$ cat src/hw/nac_pkg.sv
// constants and types shared by the nonvolatile access control block
package nac_pkg;
  // ==========================================
  // register bus
  localparam int ADDR_W = 3;
  localparam int DATA_W = 8;
  localparam int PTR_W  = 16;
  localparam logic [ADDR_W-1:0] ADDR_CTRL    = 3'h0;
  localparam logic [ADDR_W-1:0] ADDR_WDATA   = 3'h1;
  localparam logic [ADDR_W-1:0] ADDR_RDATA   = 3'h2;
  localparam logic [ADDR_W-1:0] ADDR_PTR_LO  = 3'h3;
  localparam logic [ADDR_W-1:0] ADDR_PTR_HI  = 3'h4;
  localparam logic [ADDR_W-1:0] ADDR_IRQ_ST  = 3'h5;
  localparam logic [ADDR_W-1:0] ADDR_IRQ_MSK = 3'h6;
  // ==========================================
  // control register field positions
  localparam int BIT_CODE   = 7;
  localparam int BIT_SETUP  = 6;
  localparam int BIT_UNUSED = 5;
  localparam int BIT_ERASE  = 4;
  localparam int BIT_FAULT  = 3;
  localparam int BIT_PERMIT = 2;
  localparam int BIT_WR     = 1;
  localparam int BIT_RD     = 0;
  localparam logic [DATA_W-1:0] RD_ZERO = 8'h00;
  // ==========================================
  // interrupt status field positions
  localparam int IRQ_W       = 3;
  localparam int IRQ_DONE    = 0;
  localparam int IRQ_FAULT   = 1;
  localparam int IRQ_RD_DONE = 2;
  localparam logic [IRQ_W-1:0] IRQ_RST = 3'h0;
  // ==========================================
  // self-timed cycle length
  localparam int CLK_MHZ      = 50;
  localparam int PROG_TIME_US = 2;
  localparam int PROG_CYCLES  = PROG_TIME_US * CLK_MHZ;
  // ==========================================
  // access target seen by the arrays
  typedef enum logic [1:0] {
    NAC_TGT_EEPROM,
    NAC_TGT_FLASH,
    NAC_TGT_SETUP
  } nac_target_t;
endpackage

$ cat src/hw/nac_cyc_if.sv
// handshake between the control logic and the cycle timer
`timescale 1ns/1ps
`default_nettype none
interface nac_cyc_if;
  logic start;
  logic done;
  logic busy;
  modport ctl (output start, input done, input busy);
  modport tmr (input start, output done, output busy);
endinterface
`default_nettype wire

$ cat src/hw/nac_cycle_timer.sv
// timer for self-timed erase and write cycles
`timescale 1ns/1ps
`default_nettype none
module nac_cycle_timer #(
  parameter int CYCLE_LEN = 100
) (
  input  wire logic mclk_in,
  input  wire logic sys_rst_in,
  nac_cyc_if.tmr    cyc
);
  import nac_pkg::*;

  logic [15:0] cnt_reg;
  logic        busy_reg;
  logic        last;

  // last cycle of the count
  assign last     = busy_reg && (cnt_reg == 16'(CYCLE_LEN - 1));
  assign cyc.done = last;
  assign cyc.busy = busy_reg;

  // busy flag
  always_ff @(posedge mclk_in) begin
    if (sys_rst_in) begin
      busy_reg <= 1'b0;
    end else if (cyc.start) begin
      busy_reg <= 1'b1;
    end else if (last) begin
      busy_reg <= 1'b0;
    end
  end

  // cycle counter
  always_ff @(posedge mclk_in) begin
    if (sys_rst_in || cyc.start) begin
      cnt_reg <= 16'h0000;
    end else if (busy_reg && !last) begin
      cnt_reg <= cnt_reg + 16'h0001;
    end
  end
endmodule
`default_nettype wire

$ cat src/hw/nac_irq_ctrl.sv
// sticky event flags, mask and interrupt output
`timescale 1ns/1ps
`default_nettype none
module nac_irq_ctrl (
  input  wire logic                      mclk_in,
  input  wire logic                      sys_rst_in,
  input  wire logic [nac_pkg::IRQ_W-1:0] event_in,
  input  wire logic                      st_wr_in,
  input  wire logic                      msk_wr_in,
  input  wire logic [nac_pkg::IRQ_W-1:0] wdata_in,
  output logic      [nac_pkg::IRQ_W-1:0] status_out,
  output logic      [nac_pkg::IRQ_W-1:0] mask_out,
  output logic                           irq_out
);
  import nac_pkg::*;

  // status: write one clears, a new event wins over the clear
  always_ff @(posedge mclk_in) begin
    if (sys_rst_in) begin
      status_out <= IRQ_RST;
    end else begin
      status_out <= (status_out & ~(st_wr_in ? wdata_in : IRQ_RST)) | event_in;
    end
  end

  // mask register
  always_ff @(posedge mclk_in) begin
    if (sys_rst_in) begin
      mask_out <= IRQ_RST;
    end else if (msk_wr_in) begin
      mask_out <= wdata_in;
    end
  end

  assign irq_out = |(status_out & mask_out);
endmodule
`default_nettype wire

$ cat src/hw/nac_access_ctrl.sv
// nonvolatile access control register and cycle sequencing
// Operation
// - code select high routes accesses to program flash, low to data EEPROM, while setup select is low.
// - setup select high routes accesses to configuration space.
// - control bit 5 reads zero and ignores writes.
// - erase arm makes the next program flash cycle a row erase; cleared on completion.
// - fault flag set by reset during a cycle or improper write attempt.
// - erase and write cycles start only while program permit is set.
// - program trigger starts a self-timed cycle, cleared by hardware when done.
// - software can only set the program trigger, never clear it.
// - read trigger starts a one-cycle read, then hardware clears it.
// - read trigger refused while code select or setup select is set.
// - a reset cutting a cycle short leaves both select bits unchanged on its first edge, for tracing.
`timescale 1ns/1ps
`default_nettype none
module nac_access_ctrl #(
  parameter int CYCLE_LEN = nac_pkg::PROG_CYCLES
) (
  input  wire logic                       mclk_in,
  input  wire logic                       sys_rst_in,
  input  wire logic [nac_pkg::ADDR_W-1:0] addr_in,
  input  wire logic [nac_pkg::DATA_W-1:0] wdata_in,
  input  wire logic                       wr_stb_in,
  input  wire logic                       rd_stb_in,
  output logic      [nac_pkg::DATA_W-1:0] rdata_out,
  output logic                            irq_out,
  output nac_pkg::nac_target_t            nvm_target_out,
  output logic      [nac_pkg::PTR_W-1:0]  nvm_addr_out,
  output logic      [nac_pkg::DATA_W-1:0] nvm_wdata_out,
  output logic                            nvm_prog_start_out,
  output logic                            nvm_prog_busy_out,
  output logic                            nvm_erase_out,
  output logic                            nvm_rd_stb_out,
  input  wire logic [nac_pkg::DATA_W-1:0] nvm_rdata_in
);
  import nac_pkg::*;

  // ==========================================
  // storage
  logic                code_sel_reg;
  logic                setup_sel_reg;
  logic                erase_arm_reg;
  logic                fault_reg;
  logic                permit_reg;
  logic                wr_reg;
  logic                rd_reg;
  logic [DATA_W-1:0]   wdata_reg;
  logic [DATA_W-1:0]   rdata_reg;
  logic [PTR_W-1:0]    ptr_reg;
  logic [IRQ_W-1:0]    irq_status;
  logic [IRQ_W-1:0]    irq_mask;
  logic [IRQ_W-1:0]    irq_event;
  logic [DATA_W-1:0]   ctrl_val;
  logic [DATA_W-1:0]   rdata_next;
  logic                ctrl_wr;
  logic                wr_go;
  logic                wr_bad;
  logic                wr_start;
  logic                rd_go;

  nac_cyc_if cyc ();

  // ==========================================
  // control write decode
  assign ctrl_wr  = wr_stb_in && (addr_in == ADDR_CTRL);
  assign wr_go    = ctrl_wr && wdata_in[BIT_WR] && !wr_reg;
  assign wr_bad   = wr_go && !permit_reg;
  assign wr_start = wr_go && permit_reg;
  assign rd_go    = ctrl_wr && wdata_in[BIT_RD] && !rd_reg && !wr_reg
                    && !wdata_in[BIT_CODE] && !wdata_in[BIT_SETUP];
  assign cyc.start = wr_start;

  // control image, bit 5 always zero
  assign ctrl_val = {code_sel_reg, setup_sel_reg, 1'b0, erase_arm_reg,
                     fault_reg, permit_reg, wr_reg, rd_reg};

  // ==========================================
  // select bits, frozen during a cycle and on the first edge of a faulting reset
  always_ff @(posedge mclk_in) begin
    if (sys_rst_in) begin
      if (!wr_reg) begin
        code_sel_reg  <= 1'b0;
        setup_sel_reg <= 1'b0;
      end
    end else if (ctrl_wr && !wr_reg) begin
      code_sel_reg  <= wdata_in[BIT_CODE];
      setup_sel_reg <= wdata_in[BIT_SETUP];
    end
  end

  // row erase arm
  always_ff @(posedge mclk_in) begin
    if (sys_rst_in) begin
      erase_arm_reg <= 1'b0;
    end else if (cyc.done) begin
      erase_arm_reg <= 1'b0;
    end else if (ctrl_wr && !wr_reg) begin
      erase_arm_reg <= wdata_in[BIT_ERASE];
    end
  end

  // fault flag: a reset that cuts a cycle short leaves it set
  // only the first reset edge still sees the running trigger;
  // a reset held longer clears the flag and selects on its second edge
  always_ff @(posedge mclk_in) begin
    if (sys_rst_in) begin
      fault_reg <= wr_reg;
    end else if (wr_bad) begin
      fault_reg <= 1'b1;
    end else if (cyc.done) begin
      fault_reg <= 1'b0;
    end else if (ctrl_wr) begin
      fault_reg <= wdata_in[BIT_FAULT];
    end
  end

  // program permit
  always_ff @(posedge mclk_in) begin
    if (sys_rst_in) begin
      permit_reg <= 1'b0;
    end else if (ctrl_wr) begin
      permit_reg <= wdata_in[BIT_PERMIT];
    end
  end

  // program trigger, held until the timer expires
  always_ff @(posedge mclk_in) begin
    if (sys_rst_in) begin
      wr_reg <= 1'b0;
    end else if (wr_start) begin
      wr_reg <= 1'b1;
    end else if (cyc.done) begin
      wr_reg <= 1'b0;
    end
  end

  // read trigger, one cycle long
  always_ff @(posedge mclk_in) begin
    if (sys_rst_in) begin
      rd_reg <= 1'b0;
    end else begin
      rd_reg <= rd_go;
    end
  end

  // ==========================================
  // data and pointer registers
  always_ff @(posedge mclk_in) begin
    if (sys_rst_in) begin
      wdata_reg <= RD_ZERO;
    end else if (wr_stb_in && (addr_in == ADDR_WDATA) && !wr_reg) begin
      wdata_reg <= wdata_in;
    end
  end

  always_ff @(posedge mclk_in) begin
    if (sys_rst_in) begin
      ptr_reg <= '0;
    end else if (wr_stb_in && !wr_reg && (addr_in == ADDR_PTR_LO)) begin
      ptr_reg[DATA_W-1:0] <= wdata_in;
    end else if (wr_stb_in && !wr_reg && (addr_in == ADDR_PTR_HI)) begin
      ptr_reg[PTR_W-1:DATA_W] <= wdata_in;
    end
  end

  // array read data captured while the read strobe is out
  always_ff @(posedge mclk_in) begin
    if (sys_rst_in) begin
      rdata_reg <= RD_ZERO;
    end else if (rd_reg) begin
      rdata_reg <= nvm_rdata_in;
    end
  end

  // ==========================================
  // array side outputs
  always_comb begin
    if (setup_sel_reg) begin
      nvm_target_out = NAC_TGT_SETUP;
    end else if (code_sel_reg) begin
      nvm_target_out = NAC_TGT_FLASH;
    end else begin
      nvm_target_out = NAC_TGT_EEPROM;
    end
  end

  assign nvm_addr_out       = ptr_reg;
  assign nvm_wdata_out      = wdata_reg;
  assign nvm_prog_start_out = wr_start;
  assign nvm_prog_busy_out  = wr_reg;
  assign nvm_erase_out      = erase_arm_reg && code_sel_reg && !setup_sel_reg;
  assign nvm_rd_stb_out     = rd_reg;

  // ==========================================
  // register read port
  always_comb begin
    case (addr_in)
      ADDR_CTRL:    rdata_next = ctrl_val;
      ADDR_WDATA:   rdata_next = wdata_reg;
      ADDR_RDATA:   rdata_next = rdata_reg;
      ADDR_PTR_LO:  rdata_next = ptr_reg[DATA_W-1:0];
      ADDR_PTR_HI:  rdata_next = ptr_reg[PTR_W-1:DATA_W];
      ADDR_IRQ_ST:  rdata_next = {{(DATA_W-IRQ_W){1'b0}}, irq_status};
      ADDR_IRQ_MSK: rdata_next = {{(DATA_W-IRQ_W){1'b0}}, irq_mask};
      default:      rdata_next = RD_ZERO;
    endcase
  end

  always_ff @(posedge mclk_in) begin
    if (sys_rst_in) begin
      rdata_out <= RD_ZERO;
    end else if (rd_stb_in) begin
      rdata_out <= rdata_next;
    end else begin
      rdata_out <= RD_ZERO;
    end
  end

  // ==========================================
  // submodules
  nac_cycle_timer #(.CYCLE_LEN(CYCLE_LEN)) u_timer (
    .mclk_in    (mclk_in),
    .sys_rst_in (sys_rst_in),
    .cyc        (cyc.tmr)
  );

  assign irq_event = {rd_reg, wr_bad, cyc.done};

  nac_irq_ctrl u_irq (
    .mclk_in    (mclk_in),
    .sys_rst_in (sys_rst_in),
    .event_in   (irq_event),
    .st_wr_in   (wr_stb_in && (addr_in == ADDR_IRQ_ST)),
    .msk_wr_in  (wr_stb_in && (addr_in == ADDR_IRQ_MSK)),
    .wdata_in   (wdata_in[IRQ_W-1:0]),
    .status_out (irq_status),
    .mask_out   (irq_mask),
    .irq_out    (irq_out)
  );

  logic [15:0] ast_len_reg;
  always_ff @(posedge mclk_in) begin
    if (sys_rst_in || !wr_reg) begin
      ast_len_reg <= 16'h0000;
    end else begin
      ast_len_reg <= ast_len_reg + 16'h0001;
    end
  end
endmodule
`default_nettype wire

$ cat config.mk
export PLATFORM = sky130hd
export DESIGN_NAME = nac_access_ctrl
export DESIGN_NICKNAME = d
export VERILOG_FILES = /design/src/hw/nac_pkg.sv /design/src/hw/nac_cyc_if.sv /design/src/hw/nac_cycle_timer.sv /design/src/hw/nac_irq_ctrl.sv /design/src/hw/nac_access_ctrl.sv
export SDC_FILE = /design/constraint.sdc
export NUM_CORES = 1
export LEC_CHECK = 0
export ABC_CLOCK_PERIOD_IN_PS = 2900
export BUFFER_PORTS_ARGS = -buffer_cell sky130_fd_sc_hd__buf_4
export CORE_MARGIN = 3
export CORE_UTILIZATION = 50
export CTS_CLUSTER_DIAMETER = 50
export CTS_CLUSTER_SIZE = 12
export DETAILED_ROUTE_END_ITERATION = 7
export GPL_TIMING_DRIVEN = 0
export PLACE_DENSITY = 0.81
export REMOVE_ABC_BUFFERS = 1
export SLEW_MARGIN = 0
export SYNTH_ARGS = -nofsm -noshare
export SYNTH_HDL_FRONTEND = slang
export SYNTH_HIERARCHICAL = 1
export SYNTH_SLANG_ARGS = --single-unit
$ cat constraint.sdc
create_clock -name mclk_in -period 2.9 [get_ports mclk_in]
set_clock_uncertainty 0.05 [all_clocks]
set_input_delay 0.435 -clock mclk_in [delete_from_list [all_inputs] [get_ports mclk_in]]
set_output_delay 0.435 -clock mclk_in [all_outputs]
set_load 0.02 [all_outputs]
## Yosys cells after proc, flatten, opt, wreduce, memory -nomap -nowiden

Index checks and enable logic that the tools add are counted.

- Flip-flop bits (word level): 69
- Logic and storage cells: 84

- Eq/ne operators: 8
- Add/sub/neg operators: 1
- Bitwise logic cells: 6
- Muxes and demuxes: 15
- Reductions and logical operators: 39

Operators with widths:

| cell | count |
|---|---|
| $pmux W8 S7 | 1 |
| $logic_and A1 B1 Y1 | 22 |
| $add A16 B1 Y16 const B | 1 |
| $eq A16 B7 Y1 const B | 1 |
| $mux W1 | 12 |
| $eq A3 B3 Y1 const B | 3 |
| $logic_not A1 Y1 | 7 |
| $and A3 B3 Y3 | 2 |
| $eq A3 B2 Y1 const B | 2 |
| $reduce_and A2 Y1 | 2 |
| $reduce_bool A2 Y1 | 2 |
| $reduce_bool A4 Y1 | 1 |
| $reduce_or A2 Y1 | 2 |
| $eq A3 B1 Y1 const B | 1 |
| $logic_not A3 Y1 | 1 |
| $mux W3 | 1 |
| $not A3 Y3 | 1 |
| $or A3 B3 Y3 | 1 |
| $reduce_or A3 Y1 | 1 |
| $mux W2 | 1 |
| $ne A2 B2 Y1 const B | 1 |
| $not A1 Y1 | 2 |
| $logic_or A1 B1 Y1 | 1 |

## Longest topological paths before layout

Gate-level depths: netlist (run 1).

- Depth after elaboration: 7
- Depth in mapped cells: 8
- Depth with buffers taken out: 7

## Modules after synthesis

Netlist (run 1), hierarchy kept.

Modules (own cells, without submodules):

| module | sequential area each (um2) | area each (um2) | cells an instance | times used |
|---|---|---|---|---|
| nac_access_ctrl | 970.9 | 2225.9 | 248 | 1 |
| nac_cycle_timer | 340.3 | 849.6 | 98 | 1 |
| nac_irq_ctrl | 120.1 | 224.0 | 23 | 1 |

## Worst setup path before layout (run 1)

Ideal clock, no wire load.

- Path kind: reg-to-reg
- From: register wr_reg (netlist: nvm_prog_busy_out)
- To: register u_timer.cnt_reg[14]
- Setup time: 0.059 ns
- Stages on the path, launching flop included: 8
- Data arrival time: 2.007 ns
- Period minus slack after synthesis: 2.117 ns
- Buffers on the path: 1
- Slack: 0.783 ns
- Cells stage by stage: dfxtp_1 > nand2b_1 > or4_4 > inv_1 > or2_2 > buf_6 > or4_1 > nand2_1

- Longest elaborated chain between the ends: 4
- Elaborated cells between the ends (all ways): 7
- Those cells by class: reduce/logical (7)

Ends and longest elaborated chain:

| what | line | text |
|---|---|---|
| from (decl) | nac_access_ctrl.sv:45 | `logic wr_reg;` |
| from (signal assigned) | nac_access_ctrl.sv:129 | `wr_reg <= 1'b0;` |
| from (signal assigned) | nac_access_ctrl.sv:131 | `wr_reg <= 1'b1;` |
| from (signal assigned) | nac_access_ctrl.sv:133 | `wr_reg <= 1'b0;` |
| $logic_not A1 Y1 | n/a |  |
| $logic_and A1 B1 Y1 | nac_access_ctrl.sv:66 | `assign wr_go = ctrl_wr && wdata_in[BIT_WR] && !wr_reg;` |
| $logic_and A1 B1 Y1 | nac_access_ctrl.sv:68 | `assign wr_start = wr_go && permit_reg;` |
| named net nvm_prog_start_out | nac_access_ctrl.sv:30 | `output logic nvm_prog_start_out,` |
| $logic_or A1 B1 Y1 | nac_cycle_timer.sv:35 | `if (sys_rst_in \|\| cyc.start) begin` |
| to (signal assigned) | nac_cycle_timer.sv:38 | `cnt_reg <= cnt_reg + 16'h0001;` |
| to (decl) | nac_cycle_timer.sv:13 | `logic [15:0] cnt_reg;` |

The timed path passes the listed nets, and every way through them passes these cells.
A chain may end at the register's enable or synchronous reset.

## Worst setup path after layout (run 1)

- From: register wr_reg (netlist: nvm_prog_busy_out)
- To: output nvm_prog_start_out

- Longest elaborated chain between the ends: 3

Ends and longest elaborated chain:

| what | line |
|---|---|
| $logic_not A1 Y1 | n/a |
| $logic_and A1 B1 Y1 | nac_access_ctrl.sv:66 |
| $logic_and A1 B1 Y1 | nac_access_ctrl.sv:68 |
| to (decl) | nac_access_ctrl.sv:30 |

No other way between the ends.

==> impl_metrics.ini, run 1 <==
[status]
status = complete, no violations

[pwr]
peakVddDrop_v = 0.000413
p_leak_nw = 1.45
seqPwrFrac = 0.480
swShare = 0.254
p_switching_mw = 0.524
comb_power_share = 0.081
powerDensity_nw_per_um2 = 523
p_int_mw = 1.54
clkPwrFrac = 0.439

[logic_synthesis]
synth_edf_count = 3
synth_top_area_share = 0.407
synth-seq-cells = 70
yosysUniqueCellTypes = 61
synth_ff_type = dfxtp_1
synth_area_leader_cell = dfxtp_1
syn_inst = 369
synth_area_leaders = dfxtp_1, a21oi_1, nand3_1
postSynthAreaPerCell_um2 = 8.94
yosysWarnings = 6
syn_area_um2 = 3300
async_flop_share = 0
synth_seq_area_share = 0.434

[route]
wl_mm = 8.35
via_per_inst = 6.10
drc = 0
final_antenna_net_count = 0
avgRoutedWirePerCell_um = 16.9
vias = 3015
dr.pass1.iters = 5
drt-initial-drc-count = 178

[final_layout]
drive_gt1_frac = 0.241
final_cells = 494
final_cell_mix = dfxtp_1, buf_4, a21oi_1
layout.nets = 438
multi_input_area_um2 = 1670
areaGrowthSynthToFinish_pct = 19.5
fin_area_um2 = 3940
final_common_cell = dfxtp_1
fillers = 527
seqCellArea_um2 = 1430
antenna-diode-count = 0

[timing]
fin_crit_sh = 0.900
period_needed_ns = 2.61
slew_violations = 0
fin_tns_setup_ns = 0
hold_slack_ns = 0.246
rsz0062_at_grt = no
setup_viol = 0
fmax_mhz = 383
hold_viol = 0
maxSlewHeadroom = 0.447
worst_pin_slew_ns = 0.825

[setup_path]
worst-path-max-fanout = 26
arrival_ns = 2.13
endpoint_kind = primary output
cp_data_required_time_ns = 2.41
path_cells = nand2b_2 -> or4_4 -> inv_1 -> buf_4
crit_slowest_cell = or4_4
worstSetupStartpointType = register
slowest_delay_ns = 0.60
path_class = reg2out

[grt]
grt_antenna_before_repair = 0
grt_remaining_overflow = 0
grt_max_degree = 53
grt_pass1_wl_mm = 13.7
track_usage = 0.227
grt_pass1_vias = 2825

[floorplanning]
initial_core_util = 0.535
rows = 28
die_w_um = 87.2
dieArea_um2 = 7610
die_h_um = 87.2
ios = 62
core_area_um2 = 6170

[clock_tree]
cts_tree = built
clock_sinks = 70
h-tree-depth = 3
clock_latency_ns = 0.35
cts_setup_buffers = 0
clk_pin_slew_worst_paths_ns = 0.08
cts_inserted_buffers = 9
cts_buffer_depth = 2
cts_root_buf = clkbuf_8

[run]
drv_cap = 0

[placed_design]
dp.cells = 478
placed_cell_area_um2 = 3710
place_congestion = 0.844
hpwlAfterDp_mm = 5.66
io_buffers = 61

[hold_path]
hp-class = in2reg
==> critical path, delay by kind of cell, from the launching register on <==
family	cells	cell delay (ns)
AND/OR/NAND/NOR	2	1.06
flip-flops	1	0.41
buffers and inverters	2	0.31
==> cell usage after synthesis, types with 2 or more instances <==
cell and instances:
a22oi_1 10, and3_1 3, mux2i_1 15, buf_2 6
nor3b_2 2, a311oi_1 3, nor3b_1 2, nand2_1 11
and2_1 2, nor4_1 2, edfxtp_1 3, or4_1 4
xor2_1 6, nand4_1 7, nand2b_1 2, o211ai_1 3
and3b_1 3, or3_1 4, o31ai_1 5, dfxtp_1 67
a21oi_1 38, nor2_1 27, nor3_1 2, clkbuf_1 14
nand3_1 34, nand3b_1 2, o21ai_0 29, nor2b_1 6
mux2_2 5, buf_4 3, or3b_2 2, buf_6 4
nor4bb_1 4, nor4b_1 2, inv_1 11
==> final cells by class <==
| type | instances | area share |
|---|---|---|
| inverter | 12 | 0.0114 |
| tap | 75 | 0.0238 |
| timing repair buffer | 62 | 0.120 |
| clock inverter | 7 | 0.0263 |
| multi-input combinational | 259 | 0.424 |
| clock buffer | 9 | 0.0314 |
| sequential | 70 | 0.363 |
==> stage by stage <==
stage                     setup slack, ns  power [mW]  utilization
after CTS                         0.00346        2.08        0.639
after detailed placement            0.174        1.18        0.602
after global placement              0.100        1.17        0.599
after global routing                0.187        2.14        0.640
final                               0.289        2.06        0.640
after floorplan                     0.508        1.08            -
==> power by group through the flow <==
stage	combinational (mW)	clock [mW]	sequential, mW
finish	0.167	0.906	0.990
global route	0.180	0.973	0.991
CTS	0.165	0.928	0.990
detailed placement	0.165	0	1.01
global placement	0.159	0	1.01
floorplan	0.0608	0	1.02
==> what timing repair did <==
item                                    CTS  global route
hold buffers                              0             0
endpoints found under the hold margin     0             0
endpoints found under the setup margin    0             2
resized for setup                         0             1
==> per-layer routing <==
metal | share of wire | vias to the layer above | track usage
met3 | 0.068 | 9 | 0.0624
met2 | 0.50 | 111 | 0.379
met1 | 0.42 | 1451 | 0.291
li1 | - | 1444 | -
met5 | 0 | - | 0
met4 | 0.0078 | 0 | 0.0572
==> final timing paths <==
check	cells past startpoint	endpoint	slack [ns]	startpoint
max	4	nvm_prog_start_out	0.29	nvm_prog_busy_out$_SDFFE_PP0P_
min	2	nvm_rd_stb_out$_SDFF_PP0_	0.25	wdata_in[6]
max reg2reg	6	u_timer/cnt_reg[14]$_SDFFE_PP0P_	0.44	nvm_prog_busy_out$_SDFFE_PP0P_
min reg2reg	2	nvm_addr_out[14]$_SDFFE_PP0P_	0.45	nvm_addr_out[14]$_SDFFE_PP0P_
==> cell families after synthesis <==
group | Yosys count | share of synthesized area
and+or+nand+nor | 132 | 0.236
AOI/OAI and AO/OA | 98 | 0.177
DFF | 70 | 0.434
buffers and inverters | 40 | 0.0607
muxes | 21 | 0.0694
xor gates and xnor gates | 7 | 0.0186
adders and majority gates | 1 | 0.00379
(Power assumes the default switching activity.)
==> run 2, diff against run 1 <==
--- a/config.mk
+++ b/config.mk
@@ -9,2 +9,3 @@
 export BUFFER_PORTS_ARGS = -buffer_cell sky130_fd_sc_hd__buf_4
+export CORE_ASPECT_RATIO = 0.6
 export CORE_MARGIN = 3
==> constraint.sdc (replaced) <==
create_clock -name mclk_in -period 2.9 [get_ports mclk_in]
set_clock_uncertainty 0.05 [all_clocks]
set_input_delay 0.29 -clock mclk_in [delete_from_list [all_inputs] [get_ports mclk_in]]
set_output_delay 0.29 -clock mclk_in [all_outputs]
set_load 0.02 [all_outputs]
==> impl_metrics.ini, run 2 (synthesized netlist as in run 1, its figures left out) <==
[status]
status = complete, no violations

[route]
dr.pass1.iters = 5
avgRoutedWirePerCell_um = 18.0
vias = 3120
wl_mm = 9.07
final_antenna_net_count = 0
via_per_inst = 6.20
drc = 0
drt-initial-drc-count = 316

[setup_path]
arrival_ns = 2.96
endpoint_kind = register
rr_endpoint = u_timer/cnt_reg[14]$_SDFFE_PP0P_
rrSetupSlack_ns = 0.20
r2r_start = nvm_prog_busy_out$_SDFFE_PP0P_
worst-path-max-fanout = 26
path_class = reg2reg
cp_data_required_time_ns = 3.15
worstSetupStartpointType = register
reg2reg_depth = 6

[timing]
setup_viol = 0
worst_pin_slew_ns = 0.972
fin_tns_setup_ns = 0
slew_violations = 0
fmax_mhz = 370
rsz0062_at_grt = no
maxSlewHeadroom = 0.349
hold_viol = 0
period_needed_ns = 2.70
fin_crit_sh = 0.933

[pwr]
peakVddDrop_v = 0.000363
p_int_mw = 1.44
swShare = 0.243
comb_power_share = 0.090
p_switching_mw = 0.465
powerDensity_nw_per_um2 = 489
seqPwrFrac = 0.520
p_leak_nw = 1.43
p_total_mw = 1.91
clkPwrFrac = 0.390

[clock_tree]
cts_resized = 0
hold_buffers = 0
clock_sinks = 70
cts_inserted_buffers = 9
h-tree-depth = 3
cts_root_buf = clkbuf_8
clk_pin_slew_worst_paths_ns = 0.07
cts_tree = built
cts_setup_buffers = 0
cts_buffer_depth = 2
clock_latency_ns = 0.35

[grt]
track_usage = 0.243
grt_max_degree = 53
grt_remaining_overflow = 0
grt_pass1_vias = 2774
grt_pass1_wl_mm = 14.5
grt_antenna_before_repair = 0

[hold_path]
holdPathEnd = nvm_rd_stb_out$_SDFF_PP0_
hold_depth = 2
hp-class = in2reg
hp-start = wdata_in[6]

[placed_design]
place_congestion = 0.852
io_buffers = 61
hpwlAfterDp_mm = 6.14
dp.cells = 487

[final_layout]
final_cells = 503
final_cell_mix = dfxtp_1, buf_4, a21oi_1
final_common_cell = dfxtp_1
layout.nets = 438
antenna-diode-count = 0
drive_gt1_frac = 0.224
fillers = 529
areaGrowthSynthToFinish_pct = 18.2

[floorplanning]
ios = 62
dieArea_um2 = 7640
rows = 22
initial_core_util = 0.528
die_h_um = 68.9
core_area_um2 = 6250
die_w_um = 111

[run]
drv_cap = 0
## run 2: cell count changes in the layout (fill, tap and decap cells not counted)
cell / previous run / this run
nand2b_1: 1 / 2
clkbuf_1: 0 / 6
inv_6: 3 / 0
nand2b_2: 1 / 0
bufinv_16: 2 / 1
clkinv_4: 2 / 0
## run 2: worst max-delay path, cell delays in order, from the launching register on
cell and delay, ns:
dfxtp_1 0.48, nand2b_1 0.73, or4_4 0.27, inv_1 0.08, or2_2 0.43, or4_1 0.53
nand2_1 0.07
## run 2: how the worst max path moves through the flow
stage / from / to / slack [ns] / cells past startpoint
finish: nvm_prog_busy_out$_SDFFE_PP0P_ / u_timer/cnt_reg[14]$_SDFFE_PP0P_ / 0.20 / 6
global route: nvm_prog_busy_out$_SDFFE_PP0P_ / u_timer/cnt_reg[14]$_SDFFE_PP0P_ / 0.03 / 6
CTS: nvm_prog_busy_out$_SDFFE_PP0P_ / u_timer/cnt_reg[14]$_SDFFE_PP0P_ / 0.23 / 6
global placement: nvm_prog_busy_out$_SDFFE_PP0P_ / u_timer/cnt_reg[14]$_SDFFE_PP0P_ / 0.27 / 6
detailed placement: nvm_prog_busy_out$_SDFFE_PP0P_ / u_timer/cnt_reg[14]$_SDFFE_PP0P_ / 0.25 / 6
floorplan: nvm_prog_busy_out$_SDFFE_PP0P_ / u_timer/cnt_reg[14]$_SDFFE_PP0P_ / 0.51 / 6
## run 2: power groups by stage
stage	registers [mW]	logic, mW	clock network (mW)
final	0.992	0.172	0.745
after global routing	0.992	0.183	0.802
after CTS	0.991	0.168	0.765
after detailed placement	1.01	0.168	0
after global placement	1.01	0.162	0
after floorplan	1.02	0.0608	0
## run 2: stage by stage
stage	setup WS, ns	instance area (µm²)	hold slack [ns]	utilization
after global placement	0.273	3710	0.425	0.593
after CTS	0.226	3900	0.0802	0.624
final	0.195	3900	0.107	0.624
after floorplan	0.508	3140	0.302	-
after detailed placement	0.252	3720	0.435	0.596
after global routing	0.0349	3900	0.0857	0.624
## run 2: cell type report
class	instances	area, µm²	share of cell area
Inverter	12	45.0	0.0115
Tap cell	84	105	0.0269
Sequential cell	70	1430	0.367
Clock inverter	1	30.0	0.00770
Clock buffer	15	146	0.0375
Timing Repair Buffer	62	473	0.121
Multi-Input combinational cell	259	1670	0.428
## run 2: per-layer routing
layer,vias up,track usage,routed length [µm]
met4,0,0.0906,129
li1,1445,-,-
met3,14,0.0785,912
met2,173,0.350,3780
met1,1488,0.339,4240
met5,-,0,0
==> run 3, diff against run 2 <==
Settings changed: CTS_BUF_LIST from default to sky130_fd_sc_hd__clkbuf_8, HOLD_SLACK_MARGIN from default to 0.06.
==> impl_metrics.ini, run 3 (synthesized netlist as in run 1, its figures left out) <==
[status]
status = complete, no violations

[final_layout]
areaGrowthSynthToFinish_pct = 18.2
fillers = 529
final_cell_mix = dfxtp_1, buf_4, a21oi_1
final_cells = 503
drive_gt1_frac = 0.224
layout.nets = 438
final_common_cell = dfxtp_1
finish.utilization = 0.624
antenna-diode-count = 0

[clock_tree]
cts_buffer_depth = 2
clock_latency_ns = 0.35
clk_pin_slew_worst_paths_ns = 0.07
cts_setup_buffers = 0
cts_resized = 0
hold_buffers = 0
cts_root_buf = clkbuf_8
cts_inserted_buffers = 9
cts_tree = built
clock_sinks = 70
h-tree-depth = 3

[timing]
setup_viol = 0
period_needed_ns = 2.72
hold_viol = 0
fin_tns_setup_ns = 0
rsz0062_at_grt = no
worst_pin_slew_ns = 1.02
fmax_mhz = 368
slew_violations = 0
maxSlewHeadroom = 0.320
fin_crit_sh = 0.937

[route]
drc = 0
dr.pass1.iters = 5
avgRoutedWirePerCell_um = 18.0
wl_mm = 9.07
drt-initial-drc-count = 309
vias = 3084
via_per_inst = 6.13
final_antenna_net_count = 0

[setup_path]
arrival_ns = 2.97
cp_data_required_time_ns = 3.15
worstSetupStartpointType = register
worst-path-max-fanout = 26
endpoint_kind = register
path_class = reg2reg

[floorplanning]
dieArea_um2 = 7640
core_area_um2 = 6250
die_h_um = 68.9
initial_core_util = 0.528
rows = 22
ios = 62
die_w_um = 111

[run]
drv_cap = 0

[pwr]
p_total_mw = 1.89
p_leak_nw = 1.45
peakVddDrop_v = 0.000364
powerDensity_nw_per_um2 = 485

[hold_path]
hp-class = in2reg

[grt]
grt_use_met2 = 0.349
grt_pass1_wl_mm = 14.5
gr-usage-met3 = 0.0785
grt_antenna_before_repair = 0
met1_usage = 0.340
grt_remaining_overflow = 0
grt_max_degree = 53
grt_pass1_vias = 2772
track_usage = 0.243
busiest_layer = met2

[placed_design]
io_buffers = 61
place_congestion = 0.852
dp.cells = 487
hpwlAfterDp_mm = 6.14
## run 3: worst paths after layout
path | startpoint | endpoint | slack (ns) | cells past startpoint
min reg2reg | nvm_addr_out[15]$_SDFFE_PP0P_ | nvm_addr_out[15]$_SDFFE_PP0P_ | 0.45 | 2
max reg2reg | nvm_prog_busy_out$_SDFFE_PP0P_ | u_timer/cnt_reg[14]$_SDFFE_PP0P_ | 0.18 | 6
min | wdata_in[6] | nvm_rd_stb_out$_SDFF_PP0_ | 0.10 | 2
max | nvm_prog_busy_out$_SDFFE_PP0P_ | u_timer/cnt_reg[14]$_SDFFE_PP0P_ | 0.18 | 6
## run 3: stage by stage
stage                     area (µm²)  setup WS [ns]  hold WS, ns
after floorplan                 3140          0.508        0.302
after global placement          3710          0.273        0.425
after detailed placement        3720          0.252        0.435
after CTS                       3900          0.226       0.0800
after global routing            3900         0.0367       0.0852
final                           3900          0.182        0.102
## run 3: final cells by class
cell class	instances	area, µm²	area share
tap	84	105	0.0269
inverter	12	45.0	0.0115
clock inverter	7	52.6	0.0135
clock buffer	9	124	0.0318
timing repair buffer	62	473	0.121
sequential	70	1430	0.367
multi-input combinational	259	1670	0.428
## run 3: report_power, final
group	switching, mW	total [mW]	internal [mW]
registers	0.0104	0.992	0.981
clock network	0.350	0.729	0.379
logic	0.109	0.172	0.0627
total	0.469	1.89	1.42
## run 3: critical path: stages (launching register included)
cell	delay (ns)
dfxtp_1	0.48
nand2b_1	0.73
or4_4	0.27
inv_1	0.07
or2_2	0.43
or4_1	0.54
nand2_1	0.07
## run 3: metal layers
layer  vias up  wire length, µm
met5         -                0
met4         0               97
met3        10              888
met2       162             3770
met1      1472             4320
li1       1440                -
